## src/pkg/hpm_pkg.sv

```systemverilog
/*
 * hpm_pkg: constants, modes and carriers for the host and panel pin mux.
 * assumes: all users write hpm_pkg::name, nothing is imported.
 */
`default_nettype none
package hpm_pkg;

    // strap pattern decode results
    typedef enum logic [2:0] {
        HPM_MODE_RSV   = 3'b000,
        HPM_MODE_SYNA  = 3'b001,
        HPM_MODE_SYNB  = 3'b010,
        HPM_MODE_ASA   = 3'b011,
        HPM_MODE_ASB   = 3'b100,
        HPM_MODE_GENA  = 3'b101,
        HPM_MODE_GENB  = 3'b110
    } hpm_mode_t;

    // panel type select
    typedef enum logic [2:0] {
        HPM_PANEL_ACTIVE  = 3'b000,
        HPM_PANEL_PASSIVE = 3'b001,
        HPM_PANEL_COLFMT1 = 3'b010
    } hpm_panel_t;

    typedef struct packed {
        hpm_mode_t mode;
        logic      big_endian;
        logic      reserved;
    } hpm_cfg_t;

    // host side response pin group
    typedef struct packed {
        logic wait_req_n;
        logic dev_ready_n;
        logic transfer_ack_out_n;
        logic size_ack_bit1_out_n;
    } hpm_resp_t;

    localparam logic [3:0] HPM_CNF_SYNA_BE  = 4'h8;
    localparam logic [3:0] HPM_CNF_SYNA_LE  = 4'h0;
    localparam logic [3:0] HPM_CNF_SYNB_BE  = 4'h9;
    localparam logic [3:0] HPM_CNF_SYNB_LE  = 4'h1;
    localparam logic [3:0] HPM_CNF_ASA_BE   = 4'hB;
    localparam logic [3:0] HPM_CNF_ASB_BE   = 4'hD;
    localparam logic [3:0] HPM_CNF_GEN_BE   = 4'hF;
    localparam logic [3:0] HPM_CNF_GEN_LE   = 4'h7;

    // apb register map
    localparam logic [7:0] HPM_ADDR_CTRL    = 8'h00;
    localparam logic [7:0] HPM_ADDR_PWRSAVE = 8'h0C;
    localparam logic [7:0] HPM_ADDR_GPIO    = 8'h10;
    localparam logic [7:0] HPM_ADDR_STATUS  = 8'h14;

    // ctrl register fields
    localparam int HPM_CTRL_PANEL_LSB = 0;
    localparam int HPM_CTRL_PWR_BIT   = 4;
    localparam int HPM_CTRL_INV_BIT   = 5;
    // hardware power save select, bit 2 of the power save register
    localparam int HPM_PS_SEL_BIT     = 2;
    localparam int HPM_GPIO_OE_LSB    = 8;

    localparam logic [31:0] HPM_CTRL_RST = 32'h0000_0000;
    localparam logic [31:0] HPM_PS_RST   = 32'h0000_0000;
    localparam logic [31:0] HPM_GPIO_RST = 32'h0000_0000;

endpackage
`default_nettype wire

```

## src/logic/hpm_strap_latch.sv

```systemverilog
/*
 * hpm_strap_latch: samples straps during reset and decodes the host mode.
 * assumes: straps are static board ties, so no synchroniser is needed.
 */
`default_nettype none
module hpm_strap_latch (
    input  wire logic             sys_clk_i,
    input  wire logic             rst_b_i,
    input  wire logic [3:0]       config_straps_i,
    input  wire logic             bus_start_in_i,
    output var  hpm_pkg::hpm_cfg_t cfg_o
);
    hpm_pkg::hpm_cfg_t dec_d;
    hpm_pkg::hpm_cfg_t cfg_q;

    always_comb begin
        dec_d.mode       = hpm_pkg::HPM_MODE_RSV;
        dec_d.big_endian = config_straps_i[3];
        dec_d.reserved   = 1'b0;
        if (config_straps_i == hpm_pkg::HPM_CNF_SYNA_BE ||
            config_straps_i == hpm_pkg::HPM_CNF_SYNA_LE) begin
            dec_d.mode = hpm_pkg::HPM_MODE_SYNB;
        end else if (config_straps_i == hpm_pkg::HPM_CNF_SYNB_BE ||
                     config_straps_i == hpm_pkg::HPM_CNF_SYNB_LE) begin
            dec_d.mode = hpm_pkg::HPM_MODE_SYNA;
        end else if (config_straps_i == hpm_pkg::HPM_CNF_ASA_BE) begin
            dec_d.mode = hpm_pkg::HPM_MODE_ASA;
        end else if (config_straps_i == hpm_pkg::HPM_CNF_ASB_BE) begin
            dec_d.mode = hpm_pkg::HPM_MODE_ASB;
        end else if (config_straps_i == hpm_pkg::HPM_CNF_GEN_BE && !bus_start_in_i) begin
            dec_d.mode = hpm_pkg::HPM_MODE_GENA;
        end else if (config_straps_i == hpm_pkg::HPM_CNF_GEN_LE && !bus_start_in_i) begin
            dec_d.mode = hpm_pkg::HPM_MODE_GENA;
        end else if (config_straps_i == hpm_pkg::HPM_CNF_GEN_LE && bus_start_in_i) begin
            dec_d.mode = hpm_pkg::HPM_MODE_GENB;
        end else begin
            dec_d.reserved = 1'b1;
        end
    end

    always_ff @(posedge sys_clk_i) begin
        if (!rst_b_i) begin
            cfg_q <= dec_d;
        end
    end

    assign cfg_o = cfg_q;
endmodule
`default_nettype wire

```

## src/logic/hpm_panel_mux.sv

```systemverilog
/*
 * hpm_panel_mux: steers panel data, display enable and gpio pins by panel type.
 * assumes: inputs come from registers on sys_clk_i; outputs are registered above.
 */
`default_nettype none
module hpm_panel_mux (
    input  wire logic               panel_active_i,
    input  wire hpm_pkg::hpm_panel_t panel_type_i,
    input  wire logic [3:0]         panel_data_hi_i,
    input  wire logic               disp_en_i,
    input  wire logic               bias_i,
    input  wire logic               shift2_i,
    input  wire logic [3:0]         gpio_out_i,
    input  wire logic [3:0]         gpio_oe_i,
    output logic [3:0]              pin_out_o,
    output logic [3:0]              pin_oe_o,
    output logic                    display_enable_out_o
);
    logic tft;

    assign tft = (panel_type_i == hpm_pkg::HPM_PANEL_ACTIVE) && panel_active_i;

    always_comb begin
        pin_out_o = gpio_out_i;
        pin_oe_o  = gpio_oe_i;
        if (tft) begin
            pin_out_o = panel_data_hi_i;
            pin_oe_o  = 4'hF;
        end
    end

    always_comb begin
        display_enable_out_o = 1'b0;
        if (panel_type_i == hpm_pkg::HPM_PANEL_ACTIVE) begin
            display_enable_out_o = disp_en_i;
        end else if (panel_type_i == hpm_pkg::HPM_PANEL_COLFMT1) begin
            display_enable_out_o = shift2_i;
        end else begin
            display_enable_out_o = bias_i;
        end
    end
endmodule
`default_nettype wire

```

## src/logic/hpm_top.sv

```systemverilog
/*
 * hpm_top: host response and panel pin function mux with an apb register file.
 * assumes: host pins and gpio pins are asynchronous and synchronised here;
 * panel timing and data come from logic on sys_clk_i.
 */
// The APB slave port and the address map were chosen for this implementation.
`default_nettype none
module hpm_top #(
    parameter int GPIO_W = 5
) (
    input  wire logic        sys_clk_i,
    input  wire logic        rst_b_i,
    input  wire logic        psel_i,
    input  wire logic        penable_i,
    input  wire logic        pwrite_i,
    input  wire logic [7:0]  paddr_i,
    input  wire logic [31:0] pwdata_i,
    output logic      [31:0] prdata_o,
    output logic             pready_o,
    output logic             pslverr_o,
    input  wire logic [3:0]  config_straps_i,
    input  wire logic        bus_start_in_i,
    input  wire logic        read_strobe_n_i,
    input  wire logic        upper_read_n_i,
    input  wire logic        data_ready_i,
    output logic             bus_resp_o,
    output logic             bus_resp_oe_o,
    output logic             low_byte_read_cmd_o,
    output logic             high_byte_read_cmd_o,
    output logic             transfer_size_bit1_o,
    input  wire logic [3:0]  panel_data_hi_i,
    input  wire logic        panel_active_i,
    input  wire logic        disp_en_i,
    input  wire logic        bias_i,
    input  wire logic        shift2_i,
    input  wire logic [4:0]  gpio_pin_i,
    output logic      [4:0]  gpio_pin_o,
    output logic      [4:0]  gpio_pin_oe_o,
    output logic             display_enable_out_o,
    output logic             panel_power_ctrl_o,
    output logic             inverse_video_o,
    output logic             hw_power_save_o,
    output logic             cfg_reserved_o
);
    // pin groups are fixed at five bits, so refuse anything else at elaboration
    if (GPIO_W != 5) begin : g_bad_width
        $error("hpm_top supports exactly five gpio bits");
    end

    hpm_pkg::hpm_cfg_t  cfg;
    hpm_pkg::hpm_resp_t resp_d;
    logic [31:0]        ctrl_q;
    logic [31:0]        ps_q;
    logic [31:0]        gpio_q;
    logic [31:0]        rdata_d;
    logic               addr_ok;
    logic               wr_en;
    logic [2:0]         host_s1_q;
    logic [2:0]         host_s2_q;
    logic [4:0]         gpin_s1_q;
    logic [4:0]         gpin_s2_q;
    logic [3:0]         pmux_out;
    logic [3:0]         pmux_oe;
    logic               de_mux;
    logic               rd_n;
    logic               rd1_n;
    logic               rdy;
    logic               ps_sel;
    logic               tft;

    hpm_strap_latch u_strap (
        .sys_clk_i       (sys_clk_i),
        .rst_b_i         (rst_b_i),
        .config_straps_i (config_straps_i),
        .bus_start_in_i  (bus_start_in_i),
        .cfg_o           (cfg)
    );

    // host pins cross in through two flops
    always_ff @(posedge sys_clk_i) begin
        if (!rst_b_i) begin
            host_s1_q <= 3'h7;
            host_s2_q <= 3'h7;
        end else begin
            host_s1_q <= {data_ready_i, upper_read_n_i, read_strobe_n_i};
            host_s2_q <= host_s1_q;
        end
    end

    always_ff @(posedge sys_clk_i) begin
        if (!rst_b_i) begin
            gpin_s1_q <= 5'h00;
            gpin_s2_q <= 5'h00;
        end else begin
            gpin_s1_q <= gpio_pin_i;
            gpin_s2_q <= gpin_s1_q;
        end
    end

    assign rd_n   = host_s2_q[0];
    assign rd1_n  = host_s2_q[1];
    assign rdy    = host_s2_q[2];
    assign ps_sel = ps_q[hpm_pkg::HPM_PS_SEL_BIT];
    assign tft    = (hpm_pkg::hpm_panel_t'(ctrl_q[2:0]) == hpm_pkg::HPM_PANEL_ACTIVE)
                    && panel_active_i;

    // apb slave, zero wait state
    assign wr_en = psel_i && penable_i && pwrite_i;

    always_comb begin
        rdata_d = 32'h0000_0000;
        addr_ok = 1'b1;
        if (paddr_i == hpm_pkg::HPM_ADDR_CTRL) begin
            rdata_d = ctrl_q;
        end else if (paddr_i == hpm_pkg::HPM_ADDR_PWRSAVE) begin
            rdata_d = ps_q;
        end else if (paddr_i == hpm_pkg::HPM_ADDR_GPIO) begin
            rdata_d = {gpio_q[31:5], gpin_s2_q};
        end else if (paddr_i == hpm_pkg::HPM_ADDR_STATUS) begin
            rdata_d = {27'h0, cfg.reserved, cfg.big_endian, cfg.mode};
        end else begin
            addr_ok = 1'b0;
        end
    end

    always_ff @(posedge sys_clk_i) begin
        if (!rst_b_i) begin
            ctrl_q <= hpm_pkg::HPM_CTRL_RST;
            ps_q   <= hpm_pkg::HPM_PS_RST;
            gpio_q <= hpm_pkg::HPM_GPIO_RST;
        end else if (wr_en && addr_ok) begin
            if (paddr_i == hpm_pkg::HPM_ADDR_CTRL) begin
                ctrl_q <= pwdata_i;
            end else if (paddr_i == hpm_pkg::HPM_ADDR_PWRSAVE) begin
                ps_q <= pwdata_i;
            end else if (paddr_i == hpm_pkg::HPM_ADDR_GPIO) begin
                gpio_q <= pwdata_i;
            end
        end
    end

    always_ff @(posedge sys_clk_i) begin
        if (!rst_b_i) begin
            prdata_o  <= 32'h0000_0000;
            pready_o  <= 1'b0;
            pslverr_o <= 1'b0;
        end else begin
            pready_o  <= psel_i && !penable_i;
            pslverr_o <= psel_i && !penable_i && !addr_ok;
            prdata_o  <= (psel_i && !penable_i && !pwrite_i) ? rdata_d : 32'h0000_0000;
        end
    end

    // response role per mode; pins are active low, high is idle
    always_comb begin
        resp_d = '1;
        resp_d.wait_req_n          = rdy;
        resp_d.dev_ready_n         = !rdy;
        resp_d.transfer_ack_out_n  = !rdy;
        resp_d.size_ack_bit1_out_n = !rdy;
    end

    always_ff @(posedge sys_clk_i) begin
        if (!rst_b_i) begin
            bus_resp_o    <= 1'b1;
            bus_resp_oe_o <= 1'b0;
        end else begin
            bus_resp_oe_o <= !cfg.reserved;
            case (cfg.mode)
                hpm_pkg::HPM_MODE_SYNA: begin
                    bus_resp_o <= resp_d.wait_req_n;
                end
                hpm_pkg::HPM_MODE_GENA,
                hpm_pkg::HPM_MODE_GENB: begin
                    bus_resp_o <= resp_d.wait_req_n;
                end
                hpm_pkg::HPM_MODE_SYNB: begin
                    bus_resp_o <= resp_d.dev_ready_n;
                end
                hpm_pkg::HPM_MODE_ASA: begin
                    bus_resp_o <= resp_d.transfer_ack_out_n;
                end
                hpm_pkg::HPM_MODE_ASB: begin
                    bus_resp_o <= resp_d.size_ack_bit1_out_n;
                end
                default: begin
                    bus_resp_o <= 1'b1;
                end
            endcase
        end
    end

    // read strobe meaning per mode, outputs active high
    always_ff @(posedge sys_clk_i) begin
        if (!rst_b_i) begin
            low_byte_read_cmd_o  <= 1'b0;
            high_byte_read_cmd_o <= 1'b0;
            transfer_size_bit1_o <= 1'b0;
        end else begin
            low_byte_read_cmd_o  <= 1'b0;
            high_byte_read_cmd_o <= 1'b0;
            transfer_size_bit1_o <= 1'b0;
            case (cfg.mode)
                hpm_pkg::HPM_MODE_SYNA,
                hpm_pkg::HPM_MODE_SYNB: begin
                    low_byte_read_cmd_o  <= !rd_n;
                    high_byte_read_cmd_o <= !rd_n;
                end
                hpm_pkg::HPM_MODE_ASB: begin
                    transfer_size_bit1_o <= rd_n;
                end
                hpm_pkg::HPM_MODE_GENA: begin
                    low_byte_read_cmd_o  <= !rd_n;
                    high_byte_read_cmd_o <= !rd1_n;
                end
                hpm_pkg::HPM_MODE_GENB: begin
                    low_byte_read_cmd_o  <= !rd_n;
                    high_byte_read_cmd_o <= !rd_n;
                end
                default: begin
                    low_byte_read_cmd_o  <= 1'b0;
                end
            endcase
        end
    end

    hpm_panel_mux u_panel (
        .panel_active_i       (panel_active_i),
        .panel_type_i         (hpm_pkg::hpm_panel_t'(ctrl_q[2:0])),
        .panel_data_hi_i      (panel_data_hi_i),
        .disp_en_i            (disp_en_i),
        .bias_i               (bias_i),
        .shift2_i             (shift2_i),
        .gpio_out_i           (gpio_q[4:1]),
        .gpio_oe_i            (gpio_q[12:9]),
        .pin_out_o            (pmux_out),
        .pin_oe_o             (pmux_oe),
        .display_enable_out_o (de_mux)
    );

    // panel and gpio pins registered
    always_ff @(posedge sys_clk_i) begin
        if (!rst_b_i) begin
            gpio_pin_o           <= 5'h00;
            gpio_pin_oe_o        <= 5'h00;
            display_enable_out_o <= 1'b0;
            panel_power_ctrl_o   <= 1'b0;
            inverse_video_o      <= 1'b0;
            hw_power_save_o      <= 1'b0;
            cfg_reserved_o       <= 1'b0;
        end else begin
            gpio_pin_o[0]        <= gpio_q[0];
            gpio_pin_oe_o[0]     <= gpio_q[hpm_pkg::HPM_GPIO_OE_LSB] && !ps_sel;
            hw_power_save_o      <= ps_sel && gpin_s2_q[0];
            gpio_pin_o[4:1]      <= pmux_out;
            gpio_pin_oe_o[4:1]   <= pmux_oe;
            inverse_video_o      <= tft ? 1'b0
                                    : (ctrl_q[hpm_pkg::HPM_CTRL_INV_BIT] && gpin_s2_q[4]);
            display_enable_out_o <= de_mux;
            panel_power_ctrl_o   <= ctrl_q[hpm_pkg::HPM_CTRL_PWR_BIT];
            cfg_reserved_o       <= cfg.reserved;
        end
    end
endmodule
`default_nettype wire

```

## config.mk

```make
export PLATFORM = sky130hd
export DESIGN_NAME = hpm_top
export DESIGN_NICKNAME = d
export VERILOG_FILES = /design/src/pkg/hpm_pkg.sv /design/src/logic/hpm_strap_latch.sv /design/src/logic/hpm_panel_mux.sv /design/src/logic/hpm_top.sv
export SDC_FILE = /design/constraint.sdc
export NUM_CORES = 1
export LEC_CHECK = 0
export BUFFER_PORTS_ARGS = -buffer_cell sky130_fd_sc_hd__buf_4
export CAP_MARGIN = 20
export CORE_ASPECT_RATIO = 0.75
export CORE_MARGIN = 8
export CORE_UTILIZATION = 45
export CTS_BUF_LIST = sky130_fd_sc_hd__clkbuf_16
export DETAILED_ROUTE_END_ITERATION = 8
export PLACE_DENSITY = 0.67
export SYNTH_ARGS = -nofsm -noshare
export SYNTH_HDL_FRONTEND = slang
export SYNTH_SLANG_ARGS = --single-unit
```

## constraint.sdc

```tcl
create_clock -name sys_clk_i -period 2 [get_ports sys_clk_i]
set_input_delay 0.4 -clock sys_clk_i [delete_from_list [all_inputs] [get_ports sys_clk_i]]
set_output_delay 0.4 -clock sys_clk_i [all_outputs]
set_load 0.1 [all_outputs]
```

=== Word-level counts from Yosys, hierarchy flattened ===
Index checks and enable logic that the tools add are counted.

* Equality and inequality tests: 17
* Reductions and logical operators: 40
* Multiplexer cells: 21
* Bitwise gates (word level): 3

{| class="wikitable"
|+ Operators with widths
! operator !! count
|-
| $mux 32 || 3
|-
| $eq 4x4->1 const B || 5
|-
| $eq 8x5->1 const B || 2
|-
| $logic_and 1x1->1 || 13
|-
| $mux 3 || 4
|-
| $reduce_or 3->1 || 4
|-
| $eq 3x2->1 const B || 3
|-
| $eq 3x3->1 const B || 3
|-
| $logic_not 1->1 || 9
|-
| $eq 8x4->1 const B || 1
|-
| $logic_not 8->1 || 1
|-
| $mux 4 || 2
|-
| $reduce_and 2->1 || 4
|-
| $mux 1 || 7
|-
| $reduce_or 6->1 || 1
|-
| $mux 5 || 1
|-
| $eq 4x1->1 const B || 1
|-
| $eq 4x3->1 const B || 1
|-
| $logic_not 4->1 || 1
|-
| $mux 2 || 2
|-
| $pmux 1 s2 || 2
|-
| $reduce_and 4->1 || 1
|-
| $reduce_or 4->1 || 1
|-
| $eq 3x1->1 const B || 1
|-
| other kinds (5) || 8
|}

* Logic and storage cells: 107
* Register bits: 171
* Bits of input ports: 66
* Output and inout port bits: 54

=== Depth between registers and ports, before layout ===
Gate-level depths: netlist of the first run.

* Word-level depth: 8
* Depth in mapped cells: 7
* Mapped depth without buffers: 3

=== By module ===
A second synthesis of the first run with hierarchy kept.

* Cells, all modules: 644
* Area total of the unflattened synthesis: 6246.0 um^2

{| class="wikitable"
|+ Modules (own cells, without submodules)
! module !! area an instance (um^2) !! cells each !! instances !! seq. area each (um^2)
|-
| hpm_top || 5859.4 || 610 || 1 || 3323.2
|-
| hpm_strap_latch || 270.3 || 22 || 1 || 150.1
|-
| hpm_panel_mux || 116.4 || 12 || 1 || 0.0
|}

=== Least setup slack after synthesis of the first run ===
OpenSTA, ideal clock, no wires.

* Path kind: input port to flip-flop
* Start: in paddr_i[2]
* End: reg ps_q[10]
* Slack: 380 ps
* Data required time: 1874 ps
* Buffers on the path: 3
* Data arrival time: 1494 ps
* Setup time: 126 ps
* Stages on the path: 6
* Path through: buf_2 -> and3b_1 -> buf_2 -> nand4_1 -> buf_2 -> mux2i_1

* Longest elaborated chain between the ends: 7
* Elaborated cells on any way between the ends: 11
* Those cells by class: eq/ne (3); mux (4); bitwise (1); reduce/logical (3)

{| class="wikitable"
|+ RTL lines
! what !! RTL line !! text
|-
| start: declaration || hpm_top.sv:16 || <nowiki>input wire logic [7:0] paddr_i,</nowiki>
|-
| $eq 8x5->1 || hpm_top.sv:119 || <nowiki>end else if (paddr_i == hpm_pkg::HPM_ADDR_STATUS) begin</nowiki>
|-
| $mux 1 || hpm_top.sv:119 ||
|-
| $mux 1 || hpm_top.sv:117 || <nowiki>end else if (paddr_i == hpm_pkg::HPM_ADDR_GPIO) begin</nowiki>
|-
| $mux 1 || hpm_top.sv:115 || <nowiki>end else if (paddr_i == hpm_pkg::HPM_ADDR_PWRSAVE) begin</nowiki>
|-
| $mux 1 || hpm_top.sv:113 || <nowiki>if (paddr_i == hpm_pkg::HPM_ADDR_CTRL) begin</nowiki>
|-
| $logic_and 1x1->1 || hpm_top.sv:131 || <nowiki>end else if (wr_en && addr_ok) begin</nowiki>
|-
| $reduce_and 3->1 (no line) * || -- ||
|-
| end signal: assignment || hpm_top.sv:129 || <nowiki>ps_q <= hpm_pkg::HPM_PS_RST;</nowiki>
|-
| end signal: assignment || hpm_top.sv:135 || <nowiki>ps_q <= pwdata_i;</nowiki>
|-
| end: declaration || hpm_top.sv:53 || <nowiki>logic [31:0] ps_q;</nowiki>
|}

Every way passes the cells marked *; elsewhere a longest branch is shown, timed or not.
A chain may end at the register's enable or synchronous reset.

=== Worst setup path in the final report of the first run ===
* Start: reg prdata_o[9]
* End: out prdata_o[9]

{| class="wikitable"
|+ RTL lines
! what !! RTL line !! text
|-
| start: declaration || hpm_top.sv:18 || <nowiki>output logic [31:0] prdata_o,</nowiki>
|-
| start signal: assignment || hpm_top.sv:150 || <nowiki>prdata_o <= (psel_i && !penable_i && !pwrite_i) ? rdata_d : 32'h0000_0000;</nowiki>
|}

No word-level cell between the ends.

==> results.txt, run 1 <==
----------------------------------------------------
[Outcome]
  Result of the run ... finished clean

[Critical path]
  Crit. End Element ... output port
  Critical path startpoint category ... register
  Cell chain of the critical path ... buf_4
  CP max stage cell ... sky130_fd_sc_hd__dfxtp_1
  Critical path data required time ... 1600 ps
  Signal arrival time at the worst endpoint ... 1080 ps
  CP Max Fanout ... 1
  Worst path top cell family by delay ... flip-flops
  Crit path buffers/inverters ... 1
  Critical path start-end classification ... register to output port
  Stage delay of the slowest cell on the critical path ... 360 ps

[Timing]
  Setup-violating endpoint count in the final report ... 0
  Final period demand of the worst path ... 1480 ps
  Setup repair after global routing missed its margin ... no
  Share of the clock period used by the worst path after layout ... 73.9%
  Final Hold Viols ... 0
  Normalized max-slew margin ... 66.6%
  Smallest setup slack after layout ... 521 ps
  Final worst clock skew ... 15.0 ps
  Total count of max-transition violations in the final report ... 0
  Maximum frequency from static timing analysis ... 676 MHz
  Sum of negative setup slack ... 0 ps
  Transition at the pin with the smallest max-transition slack ... 501 ps
  Min Hold Slack ... 175 ps

[Placement]
  Post-placement setup slack ... 301 ps
  Number of cells in the design after placement ... 881
  Total of buffers placed on input and output ports ... 119
  Final estimated routing congestion in global placement ... 0.737
  Post-detail-place hpwl ... 10600 um
  Post-Place Cell Area ... 7460 um2

[Synthesis]
  Number of flops mapped to enable cells by yosys ... 5
  Share of synthesized flip-flops with an asynchronous set or reset ... 0%
  Post-synth net total ... 678
  Synthesized instance count ... 612
  Fraction of the yosys area taken by sequential cells ... 54.5%
  Number of register bits inferred by synthesis ... 171
  Post-Synthesis Cell Area ... 6380 um2
  Top FF cell, synth ... sky130_fd_sc_hd__dfxtp_1
  Average instance area after synthesis ... 10.4 um2
  Ys Warns ... 0
  Distinct cells, synth ... 40

[Clock network]
  TritonCTS clock tree ... done
  Total number of H-tree levels ... 4
  Hold buffers post-CTS ... 0
  Clock Sink Count ... 171
  Root cell of the clock tree ... sky130_fd_sc_hd__clkbuf_16
  Cts repair resizes ... 0
  Clock latency at the later pin of the worst-skew pair ... 420 ps
  Max Root-Sink Buffers ... 2
  Post-CTS Setup Repair Bufs ... 0
  Register clock-pin slew on the reported worst setup and hold paths ... 60 ps
  Cts bufs inserted ... 17

[GRT]
  GR Overflow Total ... 0
  First-pass GRT wire length ... 24400 um
  Global-route usage over all layers ... 16.8%
  Pin count of the biggest net entering global routing ... 96
  Number of antenna violations at the first check in global routing ... 0
  Via count of the first global-routing pass ... 4870

[Die]
  Top Ports ... 120
  Core footprint ... 13800 um2
  Die Area ... 18300 um2
  Chip Width ... 153 um
  Number of core rows ... 37
  Effective utilization at floorplan ... 46.2%
  Die Height ... 119 um

[Detailed routing]
  Post-DR wirelength/cell ... 16.8 um
  Iteration-0 DRC count of the detailed router ... 206
  Total DRC errors in the routed layout ... 0
  Vias after detailed routing ... 4657
  Sum of met3 wire segment lengths after detailed routing ... 983 um
  Routed vias/inst ... 5.10
  Top layer reached by signal wires ... met4
  Overall routed net length ... 15400 um
  M1 wire length ... 7060 um
  Total met2 wirelength after detailed routing ... 7170 um
  Post-route antenna net violation count ... 0
  DRT Pass-1 Iters ... 4

[Layout]
  Final design instance area without fill ... 8010 um2
  Most frequent standard cell in the layout excluding fill and tap cells ... sky130_fd_sc_hd__dfxtp_1
  Share of final-layout standard cells stronger than drive strength 1 ... 23.7%
  Number of standard cells in the layout, taps in and fillers out ... 913
  Highest-count cells in the layout ignoring fill and taps ... sky130_fd_sc_hd__dfxtp_1 (166), sky130_fd_sc_hd__nand2_1 (134), sky130_fd_sc_hd__buf_4 (134), sky130_fd_sc_hd__mux2i_1 (127), sky130_fd_sc_hd__o2bb2ai_1 (26)
  Antenna diodes ... 0
  Growth of design area from synthesis to finish ... 25.6%
  Final layout net count ... 791

[Pwr]
  Worst IR drop on VDD ... 0.604 mV
  Static Leakage ... 3.88 nW
  Power per standard cell area ... 878 nW/um2

[Hold path]
  Class of the tightest hold or removal check ... primary input to register

[Job]
  Max-Cap Viols ... 0

----------------------------------------------------
==> per-layer routing <==
layer,vias up,global-route usage (%)
li1,2314,-
met1,2214,21.0
met2,120,27.2
met3,9,4.95
met4,0,6.41
met5,-,0
==> registers in the layout, indices dropped and copies added, names as in the netlist, 3 cells and up <==
name           count
u_strap.cfg_o      5
gpin_s1_q          5
ctrl_q            32
prdata_o          32
gpin_s2_q          5
gpio_pin_o         5
gpio_q            32
host_s2_q          3
ps_q              32
host_s1_q          3
gpio_pin_oe_o      5
==> Yosys cell counts, drive strengths merged, types with 2 or more instances <==
library cell	n	area share, %
mux2i	127	20
mux2	5	0.88
o21ai	4	0.31
a32oi	5	0.69
nor4b	3	0.51
nand2	134	7.9
nor3b	3	0.35
nor2	23	1.4
edfxtp	5	2.4
buf	18	1.4
nand4	2	0.20
dfxtp	166	52
a211oi	2	0.24
xnor2	3	0.41
clkbuf	24	1.4
o21a	3	0.35
and3	4	0.39
o22ai	6	0.59
nor3	4	0.39
and2	11	1.1
inv	9	0.53
nand4b	2	0.27
o2bb2ai	26	3.6
nand3	3	0.24
nand2b	9	0.88
==> power breakdown <==
part | leakage [nW] | internal, W | switching [W]
combinational | 2.22 | 0.000186 | 0.000312
sequential | 1.39 | 0.00346 | 0.0000210
clock | 0.266 | 0.00171 | 0.00134
total | 3.88 | 0.00536 | 0.00168
==> through the flow <==
step	util, %	power, W
finish	58.1	0.00703
global route	58.1	0.00727
CTS	58.1	0.00710
detailed placement	54.1	0.00406
global placement	54.1	0.00405
floorplan	-	0.00387
==> path summary, 6_finish.rpt <==
kind                                    from            end  slack (ps)  cells after the start
worst max-delay path             prdata_o[9]    prdata_o[9]         520                      1
worst min-delay path            data_ready_i   host_s1_q[2]         170                      2
worst max register to register     ctrl_q[0]  gpio_pin_o[3]         760                      4
worst min register to register  host_s1_q[1]   host_s2_q[1]         410                      1
==> logic make-up (layout without fill, tap and decap cells) <==
family / after synthesis / in the layout / share of synthesized area (%)
AOI/OAI and AO/OA: 51 / 51 / 6.39
muxes: 132 / 132 / 20.8
xor gates and xnor gates: 3 / 3 / 0.412
DFF: 171 / 171 / 54.5
and+or+nand+nor: 204 / 204 / 14.6
buffers and inverters: 51 / 177 / 3.35
==> area by class of cell <==
cell class / count / area, um2
clock inverters: 15 / 124
flip-flops and latches: 171 / 3470
well taps: 175 / 219
fillers: 1175 / 5780
multi-input cells: 390 / 2690
repair buffers: 136 / 1050
inverters: 9 / 33.8
clock buffers: 17 / 425
Power figures use the tool's default switching activity.
==> run 2: changes to the inputs <==
--- a/config.mk
+++ b/config.mk
@@ -5,6 +5,7 @@
 export SDC_FILE = /design/constraint.sdc
 export NUM_CORES = 1
 export LEC_CHECK = 0
+export ABC_AREA = 1
 export BUFFER_PORTS_ARGS = -buffer_cell sky130_fd_sc_hd__buf_4
 export CAP_MARGIN = 20
 export CORE_ASPECT_RATIO = 0.75
@@ -12,7 +13,7 @@
 export CORE_UTILIZATION = 45
 export CTS_BUF_LIST = sky130_fd_sc_hd__clkbuf_16
 export DETAILED_ROUTE_END_ITERATION = 8
-export PLACE_DENSITY = 0.67
+export PLACE_DENSITY = 0.69
 export SYNTH_ARGS = -nofsm -noshare
 export SYNTH_HDL_FRONTEND = slang
 export SYNTH_SLANG_ARGS = --single-unit
==> constraint.sdc (replaced) <==
create_clock -name sys_clk_i -period 1.3 [get_ports sys_clk_i]
set_input_delay 0.26 -clock sys_clk_i [delete_from_list [all_inputs] [get_ports sys_clk_i]]
set_output_delay 0.26 -clock sys_clk_i [all_outputs]
set_load 0.1 [all_outputs]
==> results.txt, run 2 <==
----------------------------------------------------
[Outcome]
  Result of the run ... finished clean

[Detailed routing]
  Vias after detailed routing ... 5744
  Overall routed net length ... 16300 um
  Routed vias/inst ... 4.75
  Post-DR wirelength/cell ... 13.4 um
  DRT Pass-1 Iters ... 5
  Iteration-0 DRC count of the detailed router ... 324
  Post-route antenna net violation count ... 0
  Total DRC errors in the routed layout ... 0

[Pwr]
  Power per standard cell area ... 1280 nW/um2
  Worst IR drop on VDD ... 0.952 mV
  Static Leakage ... 3.94 nW

[Layout]
  Number of standard cells in the layout, taps in and fillers out ... 1210
  Most frequent standard cell in the layout excluding fill and tap cells ... sky130_fd_sc_hd__nand2_1
  Growth of design area from synthesis to finish ... 33.4%
  Highest-count cells in the layout ignoring fill and taps ... sky130_fd_sc_hd__nand2_1 (185), sky130_fd_sc_hd__dfxtp_1 (164), sky130_fd_sc_hd__inv_1 (121), sky130_fd_sc_hd__nor2_1 (115), sky130_fd_sc_hd__buf_4 (109)
  Antenna diodes ... 0
  Area occupied by registers ... 3480 um2
  Share of final-layout standard cells stronger than drive strength 1 ... 21.2%
  Layout filler cell count ... 1274
  Area of combinational cells with multiple inputs ... 2420 um2
  Final layout net count ... 1063
  Final design instance area without fill ... 8710 um2

[Timing]
  Final Hold Viols ... 0
  Total count of max-transition violations in the final report ... 0
  Final period demand of the worst path ... 1270 ps
  Share of the clock period used by the worst path after layout ... 97.7%
  Normalized max-slew margin ... 69.7%
  Transition at the pin with the smallest max-transition slack ... 454 ps
  Smallest setup slack after layout ... 29.4 ps
  Setup repair after global routing missed its margin ... no
  Final worst clock skew ... 9.82 ps
  Maximum frequency from static timing analysis ... 787 MHz
  Setup-violating endpoint count in the final report ... 0

[GRT]
  Number of antenna violations at the first check in global routing ... 0
  Global-route usage over all layers ... 17.8%
  Pin count of the biggest net entering global routing ... 111
  Via count of the first global-routing pass ... 5551
  First-pass GRT wire length ... 27100 um
  GR Overflow Total ... 0

[Clock network]
  Cts bufs inserted ... 17
  Register clock-pin slew on the reported worst setup and hold paths ... 60 ps
  Max Root-Sink Buffers ... 2
  Hold buffers post-CTS ... 0
  Clock Sink Count ... 171
  Root cell of the clock tree ... sky130_fd_sc_hd__clkbuf_16
  Clock latency at the later pin of the worst-skew pair ... 420 ps
  TritonCTS clock tree ... done
  Total number of H-tree levels ... 4

[Placement]
  Final estimated routing congestion in global placement ... 0.764
  Post-detail-place hpwl ... 11100 um
  Number of cells in the design after placement ... 1177
  Total of buffers placed on input and output ports ... 119
  Post-Place Cell Area ... 7960 um2
  Post-placement setup slack ... -263 ps

[Synthesis]
  Fraction of the yosys area taken by sequential cells ... 53.2%
  Leading post-synthesis cells by cell area ... sky130_fd_sc_hd__dfxtp_1 (51%), sky130_fd_sc_hd__nand2_1 (11%), sky130_fd_sc_hd__inv_1 (6.9%)
  Synthesized instance count ... 865
  Number of flops mapped to enable cells by yosys ... 5
  Ys Warns ... 0
  Leading post-synthesis cells by instance count ... sky130_fd_sc_hd__nand2_1 (187), sky130_fd_sc_hd__dfxtp_1 (166), sky130_fd_sc_hd__inv_1 (120)
  Most repeated cell in the gate-level netlist after synthesis ... sky130_fd_sc_hd__nand2_1
  Post-synth net total ... 931
  Post-Synthesis Cell Area ... 6530 um2
  Cell accounting for the most synthesized area ... sky130_fd_sc_hd__dfxtp_1
  Distinct cells, synth ... 29
  Share of the synthesized area in the top cell type ... 50.9%
  Share of synthesized flip-flops with an asynchronous set or reset ... 0%
  Number of register bits inferred by synthesis ... 171
  Average instance area after synthesis ... 7.55 um2
  Top FF cell, synth ... sky130_fd_sc_hd__dfxtp_1

[Die]
  Die Area ... 18700 um2
  Top Ports ... 120
  Chip Width ... 155 um
  Effective utilization at floorplan ... 45.7%
  Core footprint ... 14300 um2
  Die Height ... 120 um
  Number of core rows ... 38

[Critical path]
  Critical path start-end classification ... register to output port
  Crit. End Element ... output port
  Stages on the worst setup path ... 1
  Count of cells along the worst register-to-register path ... 6
  CP max stage cell ... sky130_fd_sc_hd__dfxtp_1
  Cell chain of the critical path ... buf_4
  Stage delay of the slowest cell on the critical path ... 310 ps
  Crit path buffers/inverters ... 1
  Critical path data required time ... 1040 ps
  Signal arrival time at the worst endpoint ... 1010 ps
  Critical path startpoint category ... register
  Worst path top cell family by delay ... flip-flops
  CP Max Fanout ... 1

[Job]
  Max-Cap Viols ... 0

[Hold path]
  Class of the tightest hold or removal check ... primary input to register
  Hold depth ... 3

----------------------------------------------------
run 2: cell count changes in the layout (fill, tap and decap cells not counted), moves of 26 or more:
cell	delta
sky130_fd_sc_hd__a21oi_1	+69
sky130_fd_sc_hd__buf_6	+32
sky130_fd_sc_hd__inv_1	+111
sky130_fd_sc_hd__mux2i_1	-127
sky130_fd_sc_hd__nand2_1	+51
sky130_fd_sc_hd__nor2_1	+92
sky130_fd_sc_hd__o21ai_0	+48
sky130_fd_sc_hd__o2bb2ai_1	-26
run 2: layer usage:
metal | global-route usage, % | up-vias | wire, um
met5 | 0 | - | 0
met4 | 5.25 | 0 | 204
met3 | 4.74 | 19 | 1020
met2 | 28.5 | 161 | 7400
met1 | 23.3 | 2591 | 7630
li1 | - | 2973 | -
run 2: tightest hold or removal path: stages:
cell                      delay [ps]
sky130_fd_sc_hd__buf_4            80
sky130_fd_sc_hd__nand2_1          40
sky130_fd_sc_hd__inv_1            40
run 2: worst paths after layout:
path / end / slack (ps) / from
hold / removal: gpin_s1_q[0] / 20 / gpio_pin_i[0]
hold reg to reg: gpin_s2_q[2] / 410 / gpin_s1_q[2]
setup reg to reg: high_byte_read_cmd_o / 130 / u_strap.cfg_o[2]
setup / recovery: prdata_o[16] / 30 / prdata_o[16]
run 2: power by group:
group / switching, W / internal (W) / total (W)
clock network: 0.00213 / 0.00283 / 0.00496
logic: 0.000502 / 0.000285 / 0.000786
registers: 0.0000342 / 0.00533 / 0.00537
run 2: per-stage QoR:
stage	power (W)	setup TNS [ps]	hold slack (ps)	util [%]
4_1_cts	0.0112	0	7.75	59.9
3_3_place_gp	0.00624	-17660	396	55.6
2_1_floorplan	0.00590	-1450	339	-
5_1_grt	0.0115	0	11.1	60.9
6_report	0.0111	0	19.5	60.9
3_5_place_dp	0.00625	-21350	398	55.6
run 2: what timing repair did:
item                       CTS  global route
setup buffers                0             1
setup endpoints to repair    8            34
resized for setup            9            37
run 2: final cells by class:
cell class	count	share of cell area [%]
clock inverters	15	1.69
well taps	200	2.87
multi-input cells	525	27.8
inverters	123	5.30
flip-flops and latches	171	39.9
clock buffers	17	4.88
repair buffers	159	17.6
run 2: kinds of logic after synthesis:
group           Yosys count  synth area share, %
buf+inv                 169                 10.3
flops                   171                 53.2
compound gates          178                 14.9
simple gates            347                 21.6
